--- src/hdl/vfe_pkg.sv ---
// Purpose: Shared constants of the video front end sync and config block.
// Assumes: One 20 MHz clock; registers are 32-bit words on Avalon-MM.
// Notes:   All fields live in byte lane 0; upper bits read as zero.
package vfe_pkg;
  // ----------
  // Register byte offsets
  // ----------
  localparam logic [4:0] OFS_IDENTITY     = 5'h00;
  localparam logic [4:0] OFS_ACTIVITY     = 5'h04;
  localparam logic [4:0] OFS_POLARITY     = 5'h08;
  localparam logic [4:0] OFS_LINE_SLICER  = 5'h0c;
  localparam logic [4:0] OFS_GREEN_SLICER = 5'h10;
  localparam logic [4:0] OFS_INPUT_CFG    = 5'h14;
  // ----------
  // Field positions
  // ----------
  localparam int POS_REVISION   = 0;
  localparam int POS_PART       = 4;
  localparam int POS_PLL_LOCK   = 6;
  localparam int POS_COMBINED   = 7;
  localparam int POS_THREE_A    = 4;
  localparam int POS_THREE_B    = 5;
  localparam int POS_LTHR_A     = 0;
  localparam int POS_LTHR_B     = 4;
  localparam int POS_GLITCH_OFF = 7;
  localparam int POS_GTHR       = 0;
  localparam int POS_LOWPASS    = 4;
  localparam int POS_HYST_OFF   = 5;
  localparam int POS_PORT_SEL   = 0;
  localparam int POS_DC         = 1;
  localparam int POS_COMPONENT  = 2;
  localparam int POS_SYNC_TYPE  = 3;
  localparam int POS_ORIGIN     = 4;
  // ----------
  // Reset values, masks and targets
  // ----------
  localparam logic [7:0] RST_LINE_SLICER  = 8'h33;
  localparam logic [7:0] RST_GREEN_SLICER = 8'h26;
  localparam logic [7:0] RST_INPUT_CFG    = 8'h00;
  localparam logic [7:0] MASK_LINE_SLICER = 8'hf7;
  localparam logic [7:0] MASK_GREEN       = 8'h3f;
  localparam logic [7:0] MASK_INPUT_CFG   = 8'h1f;
  localparam logic [7:0] TARGET_BLACK     = 8'h00;
  localparam logic [7:0] TARGET_CHROMA    = 8'h80;
  // ----------
  // Timing
  // ----------
  localparam int CLK_PERIOD_NS       = 50;
  localparam int ACTIVITY_TIMEOUT_US = 100;
  localparam int ACTIVITY_TIMEOUT_CYC = (ACTIVITY_TIMEOUT_US * 1000) / CLK_PERIOD_NS;
  localparam int IDLE_W              = 12;
  localparam int RUN_W               = 16;
  localparam int NUM_PROBES          = 6;
  // ----------
  // Bus slave states
  // ----------
  typedef enum logic [0:0] {
    BUS_IDLE   = 1'b0,
    BUS_ANSWER = 1'b1
  } bus_state_e;
endpackage : vfe_pkg

--- src/hdl/sync_probe_if.sv ---
// Purpose: Carries one sync input to its activity monitor and back.
// Assumes: Owner and monitor share i_clk.
// Notes:   One instance per monitored sync input.
`timescale 1ns/1ps
`default_nettype none
interface sync_probe_if;
  logic sync_level;
  logic filter_off;
  logic present;
  logic low_active;
  modport owner   (output sync_level, output filter_off, input present, input low_active);
  modport monitor (input sync_level, input filter_off, output present, output low_active);
endinterface : sync_probe_if
`default_nettype wire

--- src/hdl/sync_activity_monitor.sv ---
// Purpose: Decides whether a sync input toggles and which phase is the pulse.
// Assumes: The sync level is synchronous to i_clk.
// Notes:   Optional two-sample glitch filter ahead of edge detection.
`timescale 1ns/1ps
`default_nettype none
module sync_activity_monitor (
  input  wire logic      i_clk,
  input  wire logic      i_srst,
  sync_probe_if.monitor  probe
);
  logic                       prev;
  logic                       filt;
  logic [vfe_pkg::IDLE_W-1:0] idle;
  logic [vfe_pkg::RUN_W-1:0]  run;
  logic [vfe_pkg::RUN_W-1:0]  last_low;
  logic                       present;
  logic                       low_active;
  logic                       next_filt;
  logic [vfe_pkg::IDLE_W-1:0] next_idle;
  logic [vfe_pkg::RUN_W-1:0]  next_run;
  logic [vfe_pkg::RUN_W-1:0]  next_last_low;
  logic                       next_present;
  logic                       next_low_active;

  // Filter, edge timing, activity timeout and pulse polarity.
  always_comb begin
    next_filt       = filt;
    next_idle       = idle;
    next_run        = run;
    next_last_low   = last_low;
    next_present    = present;
    next_low_active = low_active;
    if (probe.filter_off || (probe.sync_level == prev)) begin
      next_filt = probe.sync_level;
    end
    if (next_filt != filt) begin
      next_idle    = '0;
      next_run     = '0;
      next_present = 1'b1;
      if (next_filt) begin
        next_last_low = run;
      end else begin
        next_low_active = (run > last_low);
      end
    end else begin
      if (run != '1) begin
        next_run = run + 1'b1;
      end
      if (idle >= vfe_pkg::IDLE_W'(vfe_pkg::ACTIVITY_TIMEOUT_CYC - 1)) begin
        next_present = 1'b0;
      end else begin
        next_idle = idle + 1'b1;
      end
    end
  end

  // Registers of the monitor.
  always_ff @(posedge i_clk) begin
    if (i_srst) begin
      prev       <= probe.sync_level; // No false edge.
      filt       <= probe.sync_level;
      idle       <= '0;
      run        <= '0;
      last_low   <= '0;
      present    <= 1'b0;
      low_active <= 1'b0;
    end else begin
      prev       <= probe.sync_level;
      filt       <= next_filt;
      idle       <= next_idle;
      run        <= next_run;
      last_low   <= next_last_low;
      present    <= next_present;
      low_active <= next_low_active;
    end
  end

  assign probe.present    = present;
  assign probe.low_active = low_active;
endmodule : sync_activity_monitor
`default_nettype wire

--- src/hdl/video_frontend_sync_config.sv ---
// Purpose: Register set of a video analog front end: identity, sync
//          activity and polarity status, slicer and input configuration.
// Assumes: Avalon-MM slave with waitrequest, byte addresses, 20 MHz clock.
// Notes:   Analog status (lock, combined sync, three-level) arrives as pins.
//
// Summary of operation
// Identity is read-only: revision 3..0, part code 7..4.
// Activity bits 0..5 read 1 while their sync toggles.
// Activity bit 6 reads 1 while the pixel loop is locked.
// Activity bit 7 reads 1 while combined sync is seen.
// Polarity bits 0..3 read 1 for an active-low sync.
// Polarity bits 4 and 5 read 1 for a three-level line sync.
// Line thresholds sit in bits 2..0 and 6..4, 011 after reset.
// Line slicer bit 7 set turns the glitch filter off.
// Green threshold sits in bits 3..0, 0x6 after reset.
// Green slicer bit 4 set turns the low-pass filter on.
// Green slicer bit 5 set turns hysteresis off, 1 after reset.
// Input bit 1 set selects DC coupling and stops the clamp.
// Input bit 2 set selects component, chroma target 0x80.
// Input bit 3 set selects a combined sync.
// Input bit 4 picks line (1) or green (0) source, only with bit 3 set.
// Writes to read-only words leave their contents unchanged.
// Reserved bits read as zero and ignore writes.
//
// Our own choices: the Avalon-MM register port and the address map.
`timescale 1ns/1ps
`default_nettype none
module video_frontend_sync_config #(
  parameter logic [3:0] SILICON_REVISION = 4'h1, // Arbitrary value.
  parameter logic [3:0] PART_CODE        = 4'h2  // Arbitrary value.
) (
  input  wire logic        i_clk,
  input  wire logic        i_srst,
  // Avalon-MM slave.
  input  wire logic [4:0]  i_avs_address,
  input  wire logic        i_avs_read,
  input  wire logic        i_avs_write,
  input  wire logic [31:0] i_avs_writedata,
  input  wire logic [3:0]  i_avs_byteenable,
  output logic [31:0]      o_avs_readdata,
  output logic             o_avs_waitrequest,
  // Sync inputs of both input ports.
  input  wire logic        i_line_sync_a,
  input  wire logic        i_line_sync_b,
  input  wire logic        i_frame_sync_a,
  input  wire logic        i_frame_sync_b,
  input  wire logic        i_green_sync_a,
  input  wire logic        i_green_sync_b,
  // Analog status and timing.
  input  wire logic        i_pll_locked,
  input  wire logic        i_combined_sync_seen,
  input  wire logic        i_line_sync_a_three_level,
  input  wire logic        i_line_sync_b_three_level,
  input  wire logic        i_clamp_window,
  // Analog controls.
  output logic [2:0]       o_line_sync_a_threshold,
  output logic [2:0]       o_line_sync_b_threshold,
  output logic             o_glitch_filter_off,
  output logic [3:0]       o_green_sync_threshold,
  output logic             o_green_sync_lowpass_on,
  output logic             o_green_sync_hysteresis_off,
  output logic             o_input_port_select,
  output logic             o_dc_coupling_select,
  output logic             o_clamp_enable,
  output logic             o_component_colour_select,
  output logic [7:0]       o_target_luma,
  output logic [7:0]       o_target_chroma,
  output logic             o_selected_sync
);

  // ----------
  // Declarations
  // ----------
  vfe_pkg::bus_state_e state;
  vfe_pkg::bus_state_e next_state;
  logic [31:0]         rd_word;
  logic [31:0]         readdata;
  logic [31:0]         next_readdata;
  logic [7:0]          line_sync_slicer_config;
  logic [7:0]          green_sync_slicer_config;
  logic [7:0]          input_config;
  logic [7:0]          next_line_slicer;
  logic [7:0]          next_green_slicer;
  logic [7:0]          next_input_cfg;
  logic [7:0]          sync_activity_status;
  logic [7:0]          sync_polarity_status;
  logic [7:0]          next_activity;
  logic [7:0]          next_polarity;
  logic [7:0]          frontend_identity;
  logic                request;
  logic                write_take;
  logic                lane0;
  logic                line_sync_input;
  logic                green_sync_input;
  logic                next_selected_sync;
  logic                next_clamp;
  logic [7:0]          next_chroma;
  logic [vfe_pkg::NUM_PROBES-1:0] raw_sync;
  logic [vfe_pkg::NUM_PROBES-1:0] present;
  logic [vfe_pkg::NUM_PROBES-1:0] low_active;

  // ----------
  // Sync activity monitors
  // ----------

  // Probe order matches the activity bit order.
  assign raw_sync = {i_green_sync_b, i_green_sync_a,
                     i_frame_sync_b, i_frame_sync_a,
                     i_line_sync_b,  i_line_sync_a};

  sync_probe_if probe [vfe_pkg::NUM_PROBES] ();

  // One monitor per sync input; green syncs bypass the line/frame filter.
  genvar g;
  generate
    for (g = 0; g < vfe_pkg::NUM_PROBES; g++) begin : g_probe
      assign probe[g].sync_level = raw_sync[g];
      if (g < 4) begin : g_filtered
        assign probe[g].filter_off = o_glitch_filter_off;
      end else begin : g_unfiltered
        assign probe[g].filter_off = 1'b1;
      end
      assign present[g]    = probe[g].present;
      assign low_active[g] = probe[g].low_active;
      sync_activity_monitor u_monitor (
        .i_clk  (i_clk),
        .i_srst (i_srst),
        .probe  (probe[g])
      );
    end
  endgenerate

  // ----------
  // Status words
  // ----------

  // Fixed identity word; no write path reaches it.
  assign frontend_identity = {PART_CODE, SILICON_REVISION};

  // Collect status each cycle from monitors and analog pins.
  always_comb begin
    next_activity = '0;
    next_activity[5:0] = present;
    next_activity[vfe_pkg::POS_PLL_LOCK] = i_pll_locked;
    next_activity[vfe_pkg::POS_COMBINED] = i_combined_sync_seen;
    next_polarity = '0;
    next_polarity[3:0] = low_active[3:0];
    next_polarity[vfe_pkg::POS_THREE_A] = i_line_sync_a_three_level;
    next_polarity[vfe_pkg::POS_THREE_B] = i_line_sync_b_three_level;
  end

  // Status registers follow the hardware only.
  always_ff @(posedge i_clk) begin
    if (i_srst) begin
      sync_activity_status <= 8'h00;
      sync_polarity_status <= 8'h00;
    end else begin
      sync_activity_status <= next_activity;
      sync_polarity_status <= next_polarity;
    end
  end

  // ----------
  // Avalon-MM slave
  // ----------

  // The request is held until waitrequest is seen low.
  assign request    = i_avs_read | i_avs_write;
  assign write_take = i_avs_write & (state == vfe_pkg::BUS_ANSWER);
  assign lane0      = i_avs_byteenable[0];

  // Waitrequest drops in the answer cycle, one cycle after the request.
  assign o_avs_waitrequest = request & (state != vfe_pkg::BUS_ANSWER);
  assign o_avs_readdata    = readdata;

  // Read multiplexer; unmapped addresses read as zero.
  always_comb begin
    rd_word = 32'h0000_0000;
    unique case (i_avs_address)
      vfe_pkg::OFS_IDENTITY:     rd_word[7:0] = frontend_identity;
      vfe_pkg::OFS_ACTIVITY:     rd_word[7:0] = sync_activity_status;
      vfe_pkg::OFS_POLARITY:     rd_word[7:0] = sync_polarity_status;
      vfe_pkg::OFS_LINE_SLICER:  rd_word[7:0] = line_sync_slicer_config;
      vfe_pkg::OFS_GREEN_SLICER: rd_word[7:0] = green_sync_slicer_config;
      vfe_pkg::OFS_INPUT_CFG:    rd_word[7:0] = input_config;
      default:                   rd_word = 32'h0000_0000;
    endcase
  end

  // Bus state and captured read data.
  always_comb begin
    next_state    = state;
    next_readdata = readdata;
    unique case (state)
      vfe_pkg::BUS_IDLE: begin
        if (request) begin
          next_state = vfe_pkg::BUS_ANSWER;
          if (i_avs_read) begin
            next_readdata = rd_word;
          end
        end
      end
      vfe_pkg::BUS_ANSWER: begin
        next_state = vfe_pkg::BUS_IDLE;
      end
    endcase
  end

  // Bus registers.
  always_ff @(posedge i_clk) begin
    if (i_srst) begin
      state    <= vfe_pkg::BUS_IDLE;
      readdata <= 32'h0000_0000;
    end else begin
      state    <= next_state;
      readdata <= next_readdata;
    end
  end

  // ----------
  // Writable configuration
  // ----------

  // Only the three configuration words take writes, through lane 0.
  always_comb begin
    next_line_slicer  = line_sync_slicer_config;
    next_green_slicer = green_sync_slicer_config;
    next_input_cfg    = input_config;
    if (write_take && lane0) begin
      unique case (i_avs_address)
        vfe_pkg::OFS_LINE_SLICER: begin
          next_line_slicer = i_avs_writedata[7:0] & vfe_pkg::MASK_LINE_SLICER;
        end
        vfe_pkg::OFS_GREEN_SLICER: begin
          next_green_slicer = i_avs_writedata[7:0] & vfe_pkg::MASK_GREEN;
        end
        vfe_pkg::OFS_INPUT_CFG: begin
          next_input_cfg = i_avs_writedata[7:0] & vfe_pkg::MASK_INPUT_CFG;
        end
        default: begin
          next_input_cfg = input_config;
        end
      endcase
    end
  end

  // Configuration registers with their documented reset codes.
  always_ff @(posedge i_clk) begin
    if (i_srst) begin
      line_sync_slicer_config  <= vfe_pkg::RST_LINE_SLICER;
      green_sync_slicer_config <= vfe_pkg::RST_GREEN_SLICER;
      input_config             <= vfe_pkg::RST_INPUT_CFG;
    end else begin
      line_sync_slicer_config  <= next_line_slicer;
      green_sync_slicer_config <= next_green_slicer;
      input_config             <= next_input_cfg;
    end
  end

  // ----------
  // Analog controls and sync routing
  // ----------

  // The selected input port supplies line and green syncs.
  assign line_sync_input  = input_config[vfe_pkg::POS_PORT_SEL] ? i_line_sync_b
                                                                : i_line_sync_a;
  assign green_sync_input = input_config[vfe_pkg::POS_PORT_SEL] ? i_green_sync_b
                                                                : i_green_sync_a;

  // Sync multiplexer, clamp gate and chroma target.
  always_comb begin
    next_selected_sync = line_sync_input;
    if (input_config[vfe_pkg::POS_SYNC_TYPE]) begin
      next_selected_sync = input_config[vfe_pkg::POS_ORIGIN] ? line_sync_input
                                                             : green_sync_input;
    end
    next_clamp = ~input_config[vfe_pkg::POS_DC] & i_clamp_window;
    next_chroma = input_config[vfe_pkg::POS_COMPONENT] ? vfe_pkg::TARGET_CHROMA
                                                       : vfe_pkg::TARGET_BLACK;
  end

  // Output flops drive the analog side from the configuration registers and from the clamp window and sync pins.
  always_ff @(posedge i_clk) begin
    if (i_srst) begin
      o_line_sync_a_threshold     <= 3'h0;
      o_line_sync_b_threshold     <= 3'h0;
      o_glitch_filter_off         <= 1'b0;
      o_green_sync_threshold      <= 4'h0;
      o_green_sync_lowpass_on     <= 1'b0;
      o_green_sync_hysteresis_off <= 1'b0;
      o_input_port_select         <= 1'b0;
      o_dc_coupling_select        <= 1'b0;
      o_clamp_enable              <= 1'b0;
      o_component_colour_select   <= 1'b0;
      o_target_luma               <= vfe_pkg::TARGET_BLACK;
      o_target_chroma             <= vfe_pkg::TARGET_BLACK;
      o_selected_sync             <= 1'b0;
    end else begin
      o_line_sync_a_threshold     <= line_sync_slicer_config[vfe_pkg::POS_LTHR_A +: 3];
      o_line_sync_b_threshold     <= line_sync_slicer_config[vfe_pkg::POS_LTHR_B +: 3];
      o_glitch_filter_off         <= line_sync_slicer_config[vfe_pkg::POS_GLITCH_OFF];
      o_green_sync_threshold      <= green_sync_slicer_config[vfe_pkg::POS_GTHR +: 4];
      o_green_sync_lowpass_on     <= green_sync_slicer_config[vfe_pkg::POS_LOWPASS];
      o_green_sync_hysteresis_off <= green_sync_slicer_config[vfe_pkg::POS_HYST_OFF];
      o_input_port_select         <= input_config[vfe_pkg::POS_PORT_SEL];
      o_dc_coupling_select        <= input_config[vfe_pkg::POS_DC];
      o_clamp_enable              <= next_clamp;
      o_component_colour_select   <= input_config[vfe_pkg::POS_COMPONENT];
      o_target_luma               <= vfe_pkg::TARGET_BLACK;
      o_target_chroma             <= next_chroma;
      o_selected_sync             <= next_selected_sync;
    end
  end

endmodule : video_frontend_sync_config
`default_nettype wire

--- config.mk ---
export PLATFORM = sky130hd
export DESIGN_NAME = video_frontend_sync_config
export DESIGN_NICKNAME = d
export VERILOG_FILES = /design/src/hdl/vfe_pkg.sv /design/src/hdl/sync_probe_if.sv /design/src/hdl/sync_activity_monitor.sv /design/src/hdl/video_frontend_sync_config.sv
export SDC_FILE = /design/constraint.sdc
export NUM_CORES = 1
export LEC_CHECK = 0
export BUFFER_PORTS_ARGS = -buffer_cell sky130_fd_sc_hd__buf_2
export CAP_MARGIN = 30
export CORE_MARGIN = 3
export CORE_UTILIZATION = 35
export DETAILED_ROUTE_END_ITERATION = 8
export GPL_ROUTABILITY_DRIVEN = 1
export PLACE_DENSITY = 0.57
export SYNTH_ARGS = -nofsm -noshare
export SYNTH_HDL_FRONTEND = slang
export SYNTH_SLANG_ARGS = --single-unit
--- constraint.sdc ---
create_clock -name i_clk -period 5.95 [get_ports i_clk]
set_input_delay 0.2975 -clock i_clk [delete_from_list [all_inputs] [get_ports i_clk]]
set_output_delay 0.2975 -clock i_clk [all_outputs]
set_load 0.02 [all_outputs]
==> results of run 1 <==
## registers in the layout, summed over array words and instances, names as in the netlist, 3 cells and up
name and count:
sync_activity_status 8, g_probe.u_monitor.filt 6, input_config 5, g_probe.u_monitor.run 64
g_probe.u_monitor.idle 72, o_line_sync_b_threshold 3, o_line_sync_a_threshold 3, g_probe.u_monitor.prev 4
o_avs_readdata 8, g_probe.u_monitor.probe.present 6, g_probe.u_monitor.probe.low_active 4, o_green_sync_threshold 4
g_probe.u_monitor.last_low 64, line_sync_slicer_config 7, green_sync_slicer_config 6, sync_polarity_status 6
## power groups by stage
stage                     sequential [mW]  clock [mW]  combinational (mW)
after floorplan                      1.97           0               0.222
after global placement               1.98           0               0.271
after detailed placement             1.98           0               0.276
after CTS                            1.94        1.92               0.285
after global routing                 1.94        2.01               0.324
final                                1.94        1.86               0.287
## critical path: stages (launching register included)
cell                      delay, ns
sky130_fd_sc_hd__dfxtp_1       0.60
sky130_fd_sc_hd__o21ai_0       0.16
sky130_fd_sc_hd__a21oi_1       0.25
sky130_fd_sc_hd__inv_1         0.07
sky130_fd_sc_hd__ha_1          0.33
sky130_fd_sc_hd__nand2_1       0.71
sky130_fd_sc_hd__nor2_1        0.09
sky130_fd_sc_hd__mux2_1        0.31
## final timing paths
path,startpoint,endpoint,slack [ns],cells after the start
max,o_glitch_filter_off$_SDFF_PP0_,g_probe[2].u_monitor.run[11]$_SDFFE_PP0P_,3.32,7
min,i_avs_writedata[3],input_config[3]$_SDFFE_PP0P_,0.04,3
max reg2reg,o_glitch_filter_off$_SDFF_PP0_,g_probe[2].u_monitor.run[11]$_SDFFE_PP0P_,3.32,7
min reg2reg,g_probe[4].u_monitor.probe.present$_SDFFE_PP0P_,g_probe[4].u_monitor.probe.present$_SDFFE_PP0P_,0.45,2
## logic make-up (layout without fill, tap and decap cells)
group,count (synthesis),in the layout
adder cells (fa/ha/maj),82,82
buffers and inverters,175,217
flip-flops,279,279
AND/OR/NAND/NOR,574,574
XOR/XNOR,88,88
AO/OA/AOI/OAI,183,183
other,1,40
multiplexers,90,90
## what timing repair did
action                    in CTS  in global routing
resized for setup              0                  0
buffers inserted               0                  0
hold buffers                  14                  0
hold endpoints to repair      18                  0
## area by class of cell
| cell class | count | area (sq um) | share of cell area, % |
|---|---|---|---|
| Inverter | 85 | 319.1 | 2.140 |
| Clock buffer | 45 | 867.1 | 5.817 |
| Timing Repair Buffer | 79 | 528.0 | 3.542 |
| Tap cell | 468 | 585.6 | 3.928 |
| Sequential cell | 279 | 5585 | 37.47 |
| Clock inverter | 8 | 126.4 | 0.8477 |
| Antenna cell | 1 | 2.502 | 0.01679 |
| Multi-Input combinational cell | 1056 | 6893 | 46.24 |
## layer usage
layer / global-route usage (%) / vias up
met5: 0 / -
met4: 3.334 / 2
met3: 2.266 / 36
met2: 22.52 / 133
met1: 19.54 / 4594
li1: - / 5159
## cell usage in the layout, fill, tap and decap left out, types with 5 or more instances in the layout
cell                            Yosys  final
sky130_fd_sc_hd__nand3_1           66     66
sky130_fd_sc_hd__o21ai_0           22     22
sky130_fd_sc_hd__nor2b_1           45     45
sky130_fd_sc_hd__dlygate4sd3_1      0     14
sky130_fd_sc_hd__nor2_1           206    206
sky130_fd_sc_hd__nand2_1           93     93
sky130_fd_sc_hd__a311oi_1           8      8
sky130_fd_sc_hd__or3_1              6      6
sky130_fd_sc_hd__and2_1             6      6
sky130_fd_sc_hd__conb_1             1     39
sky130_fd_sc_hd__dfxtp_1          279    279
sky130_fd_sc_hd__nor3b_1            6      6
sky130_fd_sc_hd__clkbuf_16          0     30
sky130_fd_sc_hd__a31oi_1           22     22
sky130_fd_sc_hd__or4_1              5      5
sky130_fd_sc_hd__buf_2              6     57
sky130_fd_sc_hd__a21oi_1           72     72
sky130_fd_sc_hd__and3_1            29     29
sky130_fd_sc_hd__and4_1            12     12
sky130_fd_sc_hd__nor3_1            27     27
sky130_fd_sc_hd__a211oi_1          14     14
sky130_fd_sc_hd__nand4_1           38     38
sky130_fd_sc_hd__nor4_1             8      8
sky130_fd_sc_hd__inv_1             84     84
sky130_fd_sc_hd__clkbuf_1          39      9
sky130_fd_sc_hd__mux2i_1           84     84
sky130_fd_sc_hd__a311o_1            5      5
sky130_fd_sc_hd__xor2_1            31     31
sky130_fd_sc_hd__xnor2_1           57     57
sky130_fd_sc_hd__ha_1              82     82
sky130_fd_sc_hd__o211ai_1           5      5
sky130_fd_sc_hd__clkbuf_8           0      6
sky130_fd_sc_hd__a2111oi_0          9      9
==> results, run 1 <==
- The flow ran to the end, and the final reports show no timing, DRC or antenna violations.
- The total routing usage reported by global routing is 13.90%.
- The cell row count is 70.
- Once layout is complete, the utilization of the core stands at 40.52%.
- For the pin with the worst max-slew slack, the measured transition is 0.9541 ns.
- In this run, the number of DRC markers left after iteration 0 of detailed routing was 616.
- Sorting the synthesized cells by area gives the leading types as sky130_fd_sc_hd__dfxtp_1 42%, sky130_fd_sc_hd__ha_1 7.8%, sky130_fd_sc_hd__mux2i_1 6.4%, sky130_fd_sc_hd__nor2_1 5.9%, sky130_fd_sc_hd__xnor2_1 3.8%.
- The relative contribution of sequential cells to total power is 47.5%.
- The detailed router put a total of 13.48 mm of wire on met1.
- The hold violation count in the final report is 0.
- Using the TritonRoute via totals, the vias-per-cell ratio works out to 4.910.
- At the end of routability-driven placement, the weighted congestion stood at 0.8183.
- After synthesis, flip-flops and latches occupy 42.46% of the total area.
- In this run the power spent charging and discharging nets is 0.9380 mW.
- The number of maximum-capacitance constraint violations is 0.
- Entering global routing, the biggest net connects 69 pins.
- The clock root buffer master is sky130_fd_sc_hd__clkbuf_16.
- Counting along the longest clock path gives a buffer depth of 3.
- STA classifies the critical path startpoint as a flop.
- The clock latency reported for the late side of the worst-skew pair is 0.56 ns.
- The floorplan step defined a die boundary enclosing 39940 sq um.
- The total global routing overflow is 0.
- For this run, design rule violations remaining after detail routing come to 0.
- The first global-routing pass estimated 46.49 mm of wire.
- The data required time of the worst path is 6.39 ns.
- The post-route netlist has 8.247% of its cells at a drive strength greater than 1.
- Synthesis produced a netlist whose cell count is 1472.
- The clock skew is 0.01605 ns.
- Overall power consumption after layout is estimated at 4.082 mW.
- The total number of yosys warnings is 0.
- OpenSTA, run right after detailed placement, puts the worst setup slack at 3.279 ns.
- After synthesis the netlist holds a flip-flop and latch count of 279.
- The internal power consumption is 3.144 mW.
- The post-route standard cell area excluding fillers is 14910 sq um.
- The count of buffers added on input and output ports is 56.
- In this run the biggest area consumer among cell types represents 42.46% of the synthesized area.
- The portion of synthesized area spent on multiplexers is 6.991%.
- The number of enable flip-flop cells after synthesis is 0.
- The met2 layer wire length in the routed design is 12.59 mm.
- In this run the tightest slew margin relative to its limit is 36.24%.
- Counting I/O delays and the setup requirement, the final critical path takes 2.625 ns.
- For this design, the sink count on the clock tree is 279.
- After detailed placement, the total cell area comes to 13710 sq um.
- Synthesis instantiated 66 different standard cells from the library.
- The count of nets left with antenna violations once routing finished came out at 0.
- Dividing the detail-routed wire length by the instance count gives 13.73 um.
- The setup path with the least slack is of type reg2reg.
- Net switching is 22.98% of the power.
- The share of the clock period used by the worst path is 44.12%.
- The data arrival time of the critical path is 3.06 ns.
- The power density over cell area is 273.8 nW/um^2.
- The detailed placement HPWL is 19.56 mm.
- Setup repair after global routing left no endpoint under its margin.
- CTS built an H-tree with a depth of 1.
- Clock tree synthesis inserted a total of 30 buffers.
- The highest metal layer with signal wires is met5.
- The via count of the first global-routing pass came to 9241.
- The tightest min-delay check is of the in2reg type.
- STA classifies the critical path endpoint as a flop.
- The cell count after placement is 1949.
- The first detailed-routing pass ran for 4 iterations.
- The combinational fraction of design power is 7.0%.
- After the last flow step, the layout net total stands at 1669.
- The fmax is 380.9 MHz.
- The largest fanout of any net on the critical path is 27.
- The number of top-level pins is 123.
- After synthesis, the largest family of logic cells by area is simple AND/OR/NAND/NOR gates.
- The die span in x is 199.9 um.
- The starting density of the core is 35.76%.
- The xor/xnor share of the synthesized area is 5.859%.
- The most used flip-flop cell after synthesis is sky130_fd_sc_hd__dfxtp_1.
- Counting instances in the post-synthesis netlist gives the leading cell types as 279 x sky130_fd_sc_hd__dfxtp_1, 206 x sky130_fd_sc_hd__nor2_1, 93 x sky130_fd_sc_hd__nand2_1.
- The core outline area is 36790 sq um.
- The chip height is 199.9 um.
- The sum of negative setup slack is 0 ns.
- The final max-slew violation count is 0.
- Hold timing on the final database bottoms out at a slack of 0.04168 ns.
- The library cell with the highest instance count after synthesis is sky130_fd_sc_hd__dfxtp_1.
- The initial antenna violation count is 1.
- The mean area per synthesized cell is 8.936 sq um.
- The TritonCTS clock tree is built.
- The via count is 9924.
- The final standard cell count with taps included and fillers excluded is 2021.
- IR analysis of the VDD net gives a maximum drop of 0.1665 mV.
- For this design the static power due to leakage is 5.792 nW.
- The simple-gate share of the synthesized area is 21.48%.
- Wires add up to 27.75 mm.
- Setup violations remaining at the end of the flow were counted as 0.
- The proportion of register bits with asynchronous set or reset after synthesis is 0%.
- The number of fillers in the final layout is 3652.
- The cell taking the most area after synthesis is sky130_fd_sc_hd__dfxtp_1.
- The area share of fa/ha/maj cells after synthesis is 7.800%.
- The area growth from synthesis to layout is 13.33%.
- The part of the total power dissipated in the clock network is 45.5%.
- The amount of wire on met3 after detailed routing is 1.169 mm.
- The cell area after synthesis is 13150 sq um.
- The worst-case setup margin in the final layout is 3.325 ns.
- The synthesized netlist devotes 9.160% of its cell area to compound gates.
- After clock tree synthesis, the clock-pin slew on the worst setup and hold paths is 0.06 ns.
Note: power is estimated with default switching activity, not from simulation.
==> run 2: changes to the inputs <==
PLACE_DENSITY = 0.59   (was 0.57)
clock period = 2.25 ns   (was 5.95 ns; I/O delays follow)
==> run 2 against run 1 <==
Compared with the run above: via count increased by 2.2%; clock power rose to 3.1 times the previous value; fmax up 34%; worst hold slack improved by 0.00052 ns; total power increased to 2.9 times the previous value; register-to-register slack got worse by 3.0 ns; core utilization rose by 1.2 points; global-route usage is 0.14 points higher; critical endpoint is now g_probe[5].u_monitor.idle[9]$_SDFFE_PP0N_; largest power group is now clock.
==> results, run 2 (synthesis gave the netlist of run 1 again) <==
- The run finished with clean final reports.
- The count of endpoints failing setup in the final report was 0 (unchanged).
- The power density over cell area is 761.3 nW/um^2 (+180%).
- The number of detailed-route iterations in the first pass is 5 (+1).
- The maximum vdd drop is 0.5379 mV (+220%).
- The count of cells along the worst register-to-register path was 6 (-1).
- The hold path depth is 5 (+2).
- The post-route total power is 11.69 mW (+190%).
- The cell row count is 70 (unchanged).
- The hold violation count in the final report was 0 (unchanged).
- The global-route met3 utilization is 2.400% (+0.13 points).
- The total leakage power is 6.036 nW (+4.2%).
- The startpoint class of the critical path is a flop.
- The total number of nets in the final design is 1704 (+2.1%).
- The share of final-layout standard cells stronger than drive strength 1 is 10.38% (+2.1 points).
- The transition time at the pin with the least slew margin is 0.5551 ns (-0.3990 ns).
- The number of flip-flops in the largest register is 72 (unchanged).
- The kind of cell adding the most delay to the critical path is compound AO/OA/AOI/OAI gates.
- The chip height came to 199.9 um (unchanged).
- The largest buffer count on any clock path is 3 (unchanged).
- The total routing usage reported by global routing is 14.05% (+0.14 points).
- The first-pass GRT wire length is 47.00 mm (+1.1%).
- On the critical path, the stage with the largest delay is an instance of sky130_fd_sc_hd__a311o_1.
- The final max-slew violation count is 0 (unchanged).
- CTS placed an instance of sky130_fd_sc_hd__clkbuf_16 at the clock tree root.
- Setup repair after global routing left no endpoint under its margin.
- The via count of the first global-routing pass is 9627 (+4.2%).
- The signal on the critical path passes through ha_1, a311o_1, a41o_1, nor4_1, xnor2_1, nor2_1.
- The clock latency reported for the late side of the worst-skew pair came to 0.57 ns (about the same).
- The met1 track utilization from global routing is 18.68% (-0.86 points).
- The clock edge transition at the registers on the reported setup and hold paths is 0.06 ns (about the same).
- The longest individual stage delay on the worst path is 0.40 ns (-0.31 ns).
- The initial antenna violation count came to 0 (-1).
- The post-detailed-routing wire length is 28.37 mm (+2.2%).
- The mean number of vias per cell is 4.927 (+0.34%).
- The detailed placement HPWL is 20.11 mm (+2.8%).
- The largest registers in the layout are g_probe.u_monitor.idle: 72 flops, g_probe.u_monitor.last_low: 64 flops, g_probe.u_monitor.run: 64 flops.
- The sum of negative setup slack is 0 ns (unchanged).
- The H-tree depth is 1 (unchanged).
- The die span in x was 199.9 um (unchanged).
- The final weighted congestion of routability-driven global placement is 0.7903 (-3.4%).
- The core outline area came to 36790 sq um (unchanged).
- The first-iteration detailed-routing DRC count was 449 (-27%).
- The area growth from synthesis to layout is 16.71%.
- TritonCTS built the clock tree.
- The share of the clock period used by the worst path came to 87.34% (+43 points).
- The data required time of the worst path was 2.68 ns (-3.71 ns).
- The count of nets left with antenna violations after detail routing is 0 (unchanged).
- The largest register by flop count is g_probe.u_monitor.idle.
- The slack of the worst reg-to-reg path is 0.28 ns (-3.04 ns).
- The fmax was 508.9 MHz (+34%).
- The number of port buffers is 56 (unchanged).
- The largest fanout of any net on the critical path came to 7 (-74%).
- The data arrival time of the critical path was 2.39 ns (-0.67 ns).
- The number of buffers created by CTS was 31 (+3.3%).
- The final critical-path required period is 1.965 ns (-0.6599 ns).
- The pin count of the biggest net entering global routing is 42 (-39%).
- The clock skew is 0.02298 ns (+0.006935 ns).
- The met2 routing resource usage after global routing is 23.94% (+1.4 points).
- The antenna diode instance count is 0 (-1).
- STA classifies the critical path endpoint as a flop.
- The starting density of the core is 35.76% (unchanged).
- The number of maximum-capacitance constraint violations came to 0 (unchanged).
- The most common cell after layout, fill and taps aside is sky130_fd_sc_hd__dfxtp_1.
- met2 is the most crowded layer.
- The final routed DRC violation total is 0 (unchanged).
- The library cells used most frequently in the layout, excluding fill and tap cells, are 279 x sky130_fd_sc_hd__dfxtp_1, 206 x sky130_fd_sc_hd__nor2_1, 93 x sky130_fd_sc_hd__nand2_1.
- The count of instances resized after the clock tree is built is 0 (unchanged).
- The count of cell instances traversed by the critical path is 6 (-1).
- The total buffers and inverters traversed by the critical path came to 0 (-1).
- The number of top-level pins is 123 (unchanged).
- The number of fillers in the final layout came to 3644 (-0.22%).
- In this run the worst hold path is classified as in2reg.
- The wire length per cell after detailed routing is 13.78 um (+0.38%).
- The total number of clock tree sinks came to 279 (unchanged).
- The via count is 10140 (+2.2%).
- The area of the die came to 39940 sq um (unchanged).
- The total global routing overflow is 0 (unchanged).
- The critical path in this run is classified as reg2reg.
- The relative slew slack is 62.94% (+27 points).
[run 2: cell count changes in the layout (fill, tap and decap cells not counted), sizes merged]
| cell | delta |
|---|---|
| buf | +27 |
| clkbuf | -8 |
| dlygate4sd3 | +8 |
| bufinv | +6 |
| clkinvlp | +3 |
| clkinv | +1 |
| diode | -1 |
| inv | +1 |
[run 2: path summary, 6_finish.rpt]
| check | to | start |
|---|---|---|
| max | g_probe[5].u_monitor.idle[9]$_SDFFE_PP0N_ | g_probe[5].u_monitor.idle[0]$_SDFFE_PP0N_ |
| min | o_avs_readdata[3]$_SDFFE_PP0P_ | i_avs_address[0] |
| max reg2reg | g_probe[5].u_monitor.idle[9]$_SDFFE_PP0N_ | g_probe[5].u_monitor.idle[0]$_SDFFE_PP0N_ |
| min reg2reg | sync_activity_status[2]$_SDFF_PP0_ | g_probe[2].u_monitor.probe.present$_SDFFE_PP0P_ |
[run 2: metal layers]
metal	vias to the layer above	part of all wire (%)
li1	5234	-
met1	4713	48
met2	149	46
met3	44	4.3
met4	0	2.1
met5	-	0
[run 2: cell type report]
cell class	instances	area [sq um]	area share (%)
Timing Repair Buffer	113	778.2	5.069
Clock inverter	19	339.1	2.209
Inverter	85	319.1	2.078
Clock buffer	38	852.1	5.550
Tap cell	468	585.6	3.814
Multi-Input combinational cell	1056	6893	44.90
Sequential cell	279	5585	36.38
[run 2: tightest hold or removal path, stage by stage]
cell and delay, ns:
sky130_fd_sc_hd__buf_2 0.12, sky130_fd_sc_hd__nor4b_1 0.07, sky130_fd_sc_hd__nand3b_1 0.08, sky130_fd_sc_hd__a21o_1 0.12, sky130_fd_sc_hd__a21oi_1 0.05
[run 2: metrics by stage]
step | utilization [%] | cells | setup slack, ns | hold slack, ns | area [sq um]
after floorplan | - | 1510 | 0.05177 | 0.1402 | 13300
after global placement | 37.90 | 1979 | 0.2788 | 0.2573 | 13940
after detailed placement | 37.90 | 1979 | 0.2866 | 0.2596 | 13940
after CTS | 41.73 | 2058 | 0.2710 | 0.02480 | 15350
after global routing | 41.73 | 2058 | 0.08155 | 0.07583 | 15350
final | 41.73 | 2058 | 0.2849 | 0.04220 | 15350
[run 2: what timing repair did]
item | CTS | global route
buffers inserted | 0 | 0
hold endpoints to repair | 54 | 0
hold buffers | 22 | 0
[run 2: power breakdown]
part,switching [mW],leakage (nW),internal [mW]
Clock,2.06,0.576,3.72
Sequential,0.0720,2.26,5.05
Combinational,0.491,3.20,0.301
==> run 3: changes to the inputs <==
SETUP_SLACK_MARGIN = 0.5   (was default)
==> run 3 against run 2 <==
Compared with the run above: clock skew fell by 0.013 ns; via count rose by 2.9%; total power fell by 2.0%; fmax rose by 12%; critical endpoint is now g_probe[0].u_monitor.probe.low_active$_SDFFE_PP0P_.
==> results, run 3 (synthesis gave the netlist of run 1 again) <==
- The part of the total power dissipated in the clock network is 46.4% (-3.0 points).
- The final critical-path required period is 1.759 ns (-0.2064 ns).
- The relative slew slack came to 65.41% (+2.5 points).
- The clock latency reported for the late side of the worst-skew pair is 0.55 ns (-0.02 ns).
- The library cell used most frequently in the layout, excluding fill and tap cells, is sky130_fd_sc_hd__dfxtp_1.
- The switching part of the total power is 23.54% (+1.1 points).
- The cell count after placement was 1975 (-0.20%).
- The power dissipated by switching net loads came to 2.697 mW (+2.8%).
- The share of final-layout standard cells stronger than drive strength 1 came to 21.83% (+11 points).
- The post-route total power is 11.46 mW (-2.0%).
- In the layout the commonest cells are 219 x sky130_fd_sc_hd__dfxtp_1, 205 x sky130_fd_sc_hd__nor2_1, 88 x sky130_fd_sc_hd__nand2_1.
- Setup repair after global routing could not meet its margin everywhere.
- The startpoint class of the critical path is a flop.
- The total leakage power is 6.403 nW (+6.1%).
- The longest individual stage delay on the worst path is 0.55 ns (+0.15 ns).
- The clock skew came to 0.01017 ns (-0.01281 ns).
- The share of the clock period used by the worst path is 78.16% (-9.2 points).
- TritonCTS built the clock tree.
- The area after detailed placement is 13930 sq um (about the same).
- The flow ran to the end, and the final reports show no timing, DRC or antenna violations.
- The total number of nets in the final design is 1745 (+2.4%).
- The chip height is 199.9 um (unchanged).
- The final standard cell count with taps included and fillers excluded came to 2101 (+2.1%).
- The number of maximum-capacitance constraint violations is 0 (unchanged).
- The count of endpoints failing setup in the final report is 0 (unchanged).
- The internal power consumption is 8.759 mW (-3.4%).
- The final weighted congestion of routability-driven global placement is 0.7976 (+0.92%).
- The via count is 10440 (+2.9%).
- The worst-case setup margin in the final layout is 0.4913 ns (+0.2064 ns).
- The fraction of the core area covered by cells at the end of the flow came to 44.85% (+3.1 points).
- The clock edge transition at the registers on the reported setup and hold paths came to 0.06 ns (about the same).
- The wire length per cell after detailed routing came to 14.63 um (+6.2%).
- The critical path goes through ha_1, nand4_1, or4_4, a31oi_1, a31oi_1.
- The core outline area is 36790 sq um (unchanged).
- The starting density of the core came to 35.76% (unchanged).
- The transition time at the pin with the least slew margin came to 0.5058 ns (-0.04939 ns).
- The die span in x is 199.9 um (unchanged).
- The detailed placement HPWL was 20.54 mm (+2.1%).
- The setup slack at placement is 0.3233 ns (+0.03665 ns).
- The number of buffers created by CTS is 30 (-3.2%).
- The total global routing overflow is 0 (unchanged).
- The number of top-level pins came to 123 (unchanged).
- The post-route standard cell area excluding fillers was 16500 sq um (+7.5%).
- The largest fanout of any net on the critical path is 7 (unchanged).
- The power density over cell area is 694.3 nW/um^2 (-8.8%).
- The total number of clock tree sinks is 279 (unchanged).
- The total routing usage reported by global routing is 14.52% (+0.48 points).
- The combinational fraction of design power was 8.8% (+2.0 points).
- The count of nets left with antenna violations after detail routing is 0 (unchanged).
- The first-pass GRT wire length is 48.26 mm (+2.7%).
- The number of detailed-route iterations in the first pass is 7 (+2).
- The area of the die is 39940 sq um (unchanged).
- The final routed DRC violation total is 0 (unchanged).
- The cell at the slowest stage of the critical path is sky130_fd_sc_hd__or4_4.
- By startpoint and endpoint, the worst setup path is classified as reg2reg.
- The register with the most flip-flops in the final layout is g_probe.u_monitor.idle.
- The post-detailed-routing wire length is 30.75 mm (+8.4%).
- The first-iteration detailed-routing DRC count is 543 (+21%).
- The pin count of the biggest net entering global routing is 40 (-4.8%).
- The largest registers in the layout are g_probe.u_monitor.idle: 72 flops, g_probe.u_monitor.last_low: 64 flops, g_probe.u_monitor.run: 64 flops.
- The number of port buffers is 56 (unchanged).
- The hold violation count in the final report came to 0 (unchanged).
- The largest buffer count on any clock path came to 3 (unchanged).
- The tree is rooted in a sky130_fd_sc_hd__clkbuf_16.
- The final max-slew violation count is 0 (unchanged).
- The final worst hold slack is 0.06771 ns (+0.02551 ns).
- The cell that appears most often on the critical path is sky130_fd_sc_hd__a31oi_1.
- The data arrival time of the critical path was 2.16 ns (-0.23 ns).
- The H-tree depth came to 1 (unchanged).
- The mean number of vias per cell is 4.969 (+0.84%).
- The maximum vdd drop is 0.5870 mV (+9.1%).
- STA classifies the critical path endpoint as a flop.
- The slack of the worst reg-to-reg path is 0.49 ns (+0.21 ns).
- The worst hold path belongs to the class in2reg.
- The number of flip-flops in the largest register is 72 (unchanged).
- The data required time of the worst path is 2.65 ns (-0.03 ns).
- The initial antenna violation count is 4 (+4).
- The area growth from synthesis to layout is 25.44%.
- The sum of negative setup slack is 0 ns (unchanged).
- The via count of the first global-routing pass came to 9571 (-0.58%).
- The relative contribution of sequential cells to total power came to 44.8% (+1.0 points).
- The cell row count is 70 (unchanged).
- The fmax is 568.6 MHz (+12%).
## run 3: path summary, 6_finish.rpt
| kind | start | endpoint | cells after the start |
|---|---|---|---|
| hold reg to reg | g_probe[2].u_monitor.probe.present$_SDFFE_PP0P_ | g_probe[2].u_monitor.probe.present$_SDFFE_PP0P_ | 2 |
| setup / recovery | g_probe[0].u_monitor.run[2]$_SDFFE_PP0P_ | g_probe[0].u_monitor.probe.low_active$_SDFFE_PP0P_ | 5 |
| hold / removal | i_avs_address[0] | o_avs_readdata[0]$_SDFFE_PP0P_ | 3 |
| setup reg to reg | g_probe[0].u_monitor.run[2]$_SDFFE_PP0P_ | g_probe[0].u_monitor.probe.low_active$_SDFFE_PP0P_ | 5 |
## run 3: layer usage
metal	vias to the layer above	routed length (um)	global-route usage, %
met5	-	27	0
met4	4	756	4.032
met3	55	1167	2.551
met2	143	14040	23.35
met1	4908	14760	20.21
li1	5329	-	-
## run 3: final cells by class
class	instances	area (sq um)
Antenna cell	2	5.005
Clock buffer	41	903.4
Clock inverter	15	196.4
Fill cell	3591	20290
Inverter	85	319.1
Multi-Input combinational cell	1056	7585
Sequential cell	279	5675
Tap cell	468	585.6
Timing Repair Buffer	155	1230
## run 3: worst max-delay path, delay by kind of cell, from the launching register on
| family | cells | cell delay [ns] |
|---|---|---|
| AO/OA/AOI/OAI | 2 | 0.26 |
| adder cells (fa/ha/maj) | 1 | 0.32 |
| flip-flops | 1 | 0.38 |
| AND/OR/NAND/NOR | 2 | 0.65 |
## run 3: power groups by stage
stage / combinational, mW / sequential [mW] / clock (mW)
floorplan: 0.596 / 5.22 / 0
global placement: 0.763 / 5.23 / 0
detailed placement: 0.774 / 5.23 / 0
CTS: 0.838 / 5.12 / 5.45
global route: 1.10 / 5.14 / 5.68
finish: 1.01 / 5.13 / 5.32
## run 3: repair_timing
| item | CTS | global route |
|---|---|---|
| pin swaps | 28 | 47 |
| resized for setup | 50 | 152 |
| hold buffers | 22 | 0 |
| endpoints found under the hold margin | 39 | 0 |
| cloned | 1 | 5 |
| setup buffers | 18 | 22 |
| setup endpoints to repair | 90 | 146 |
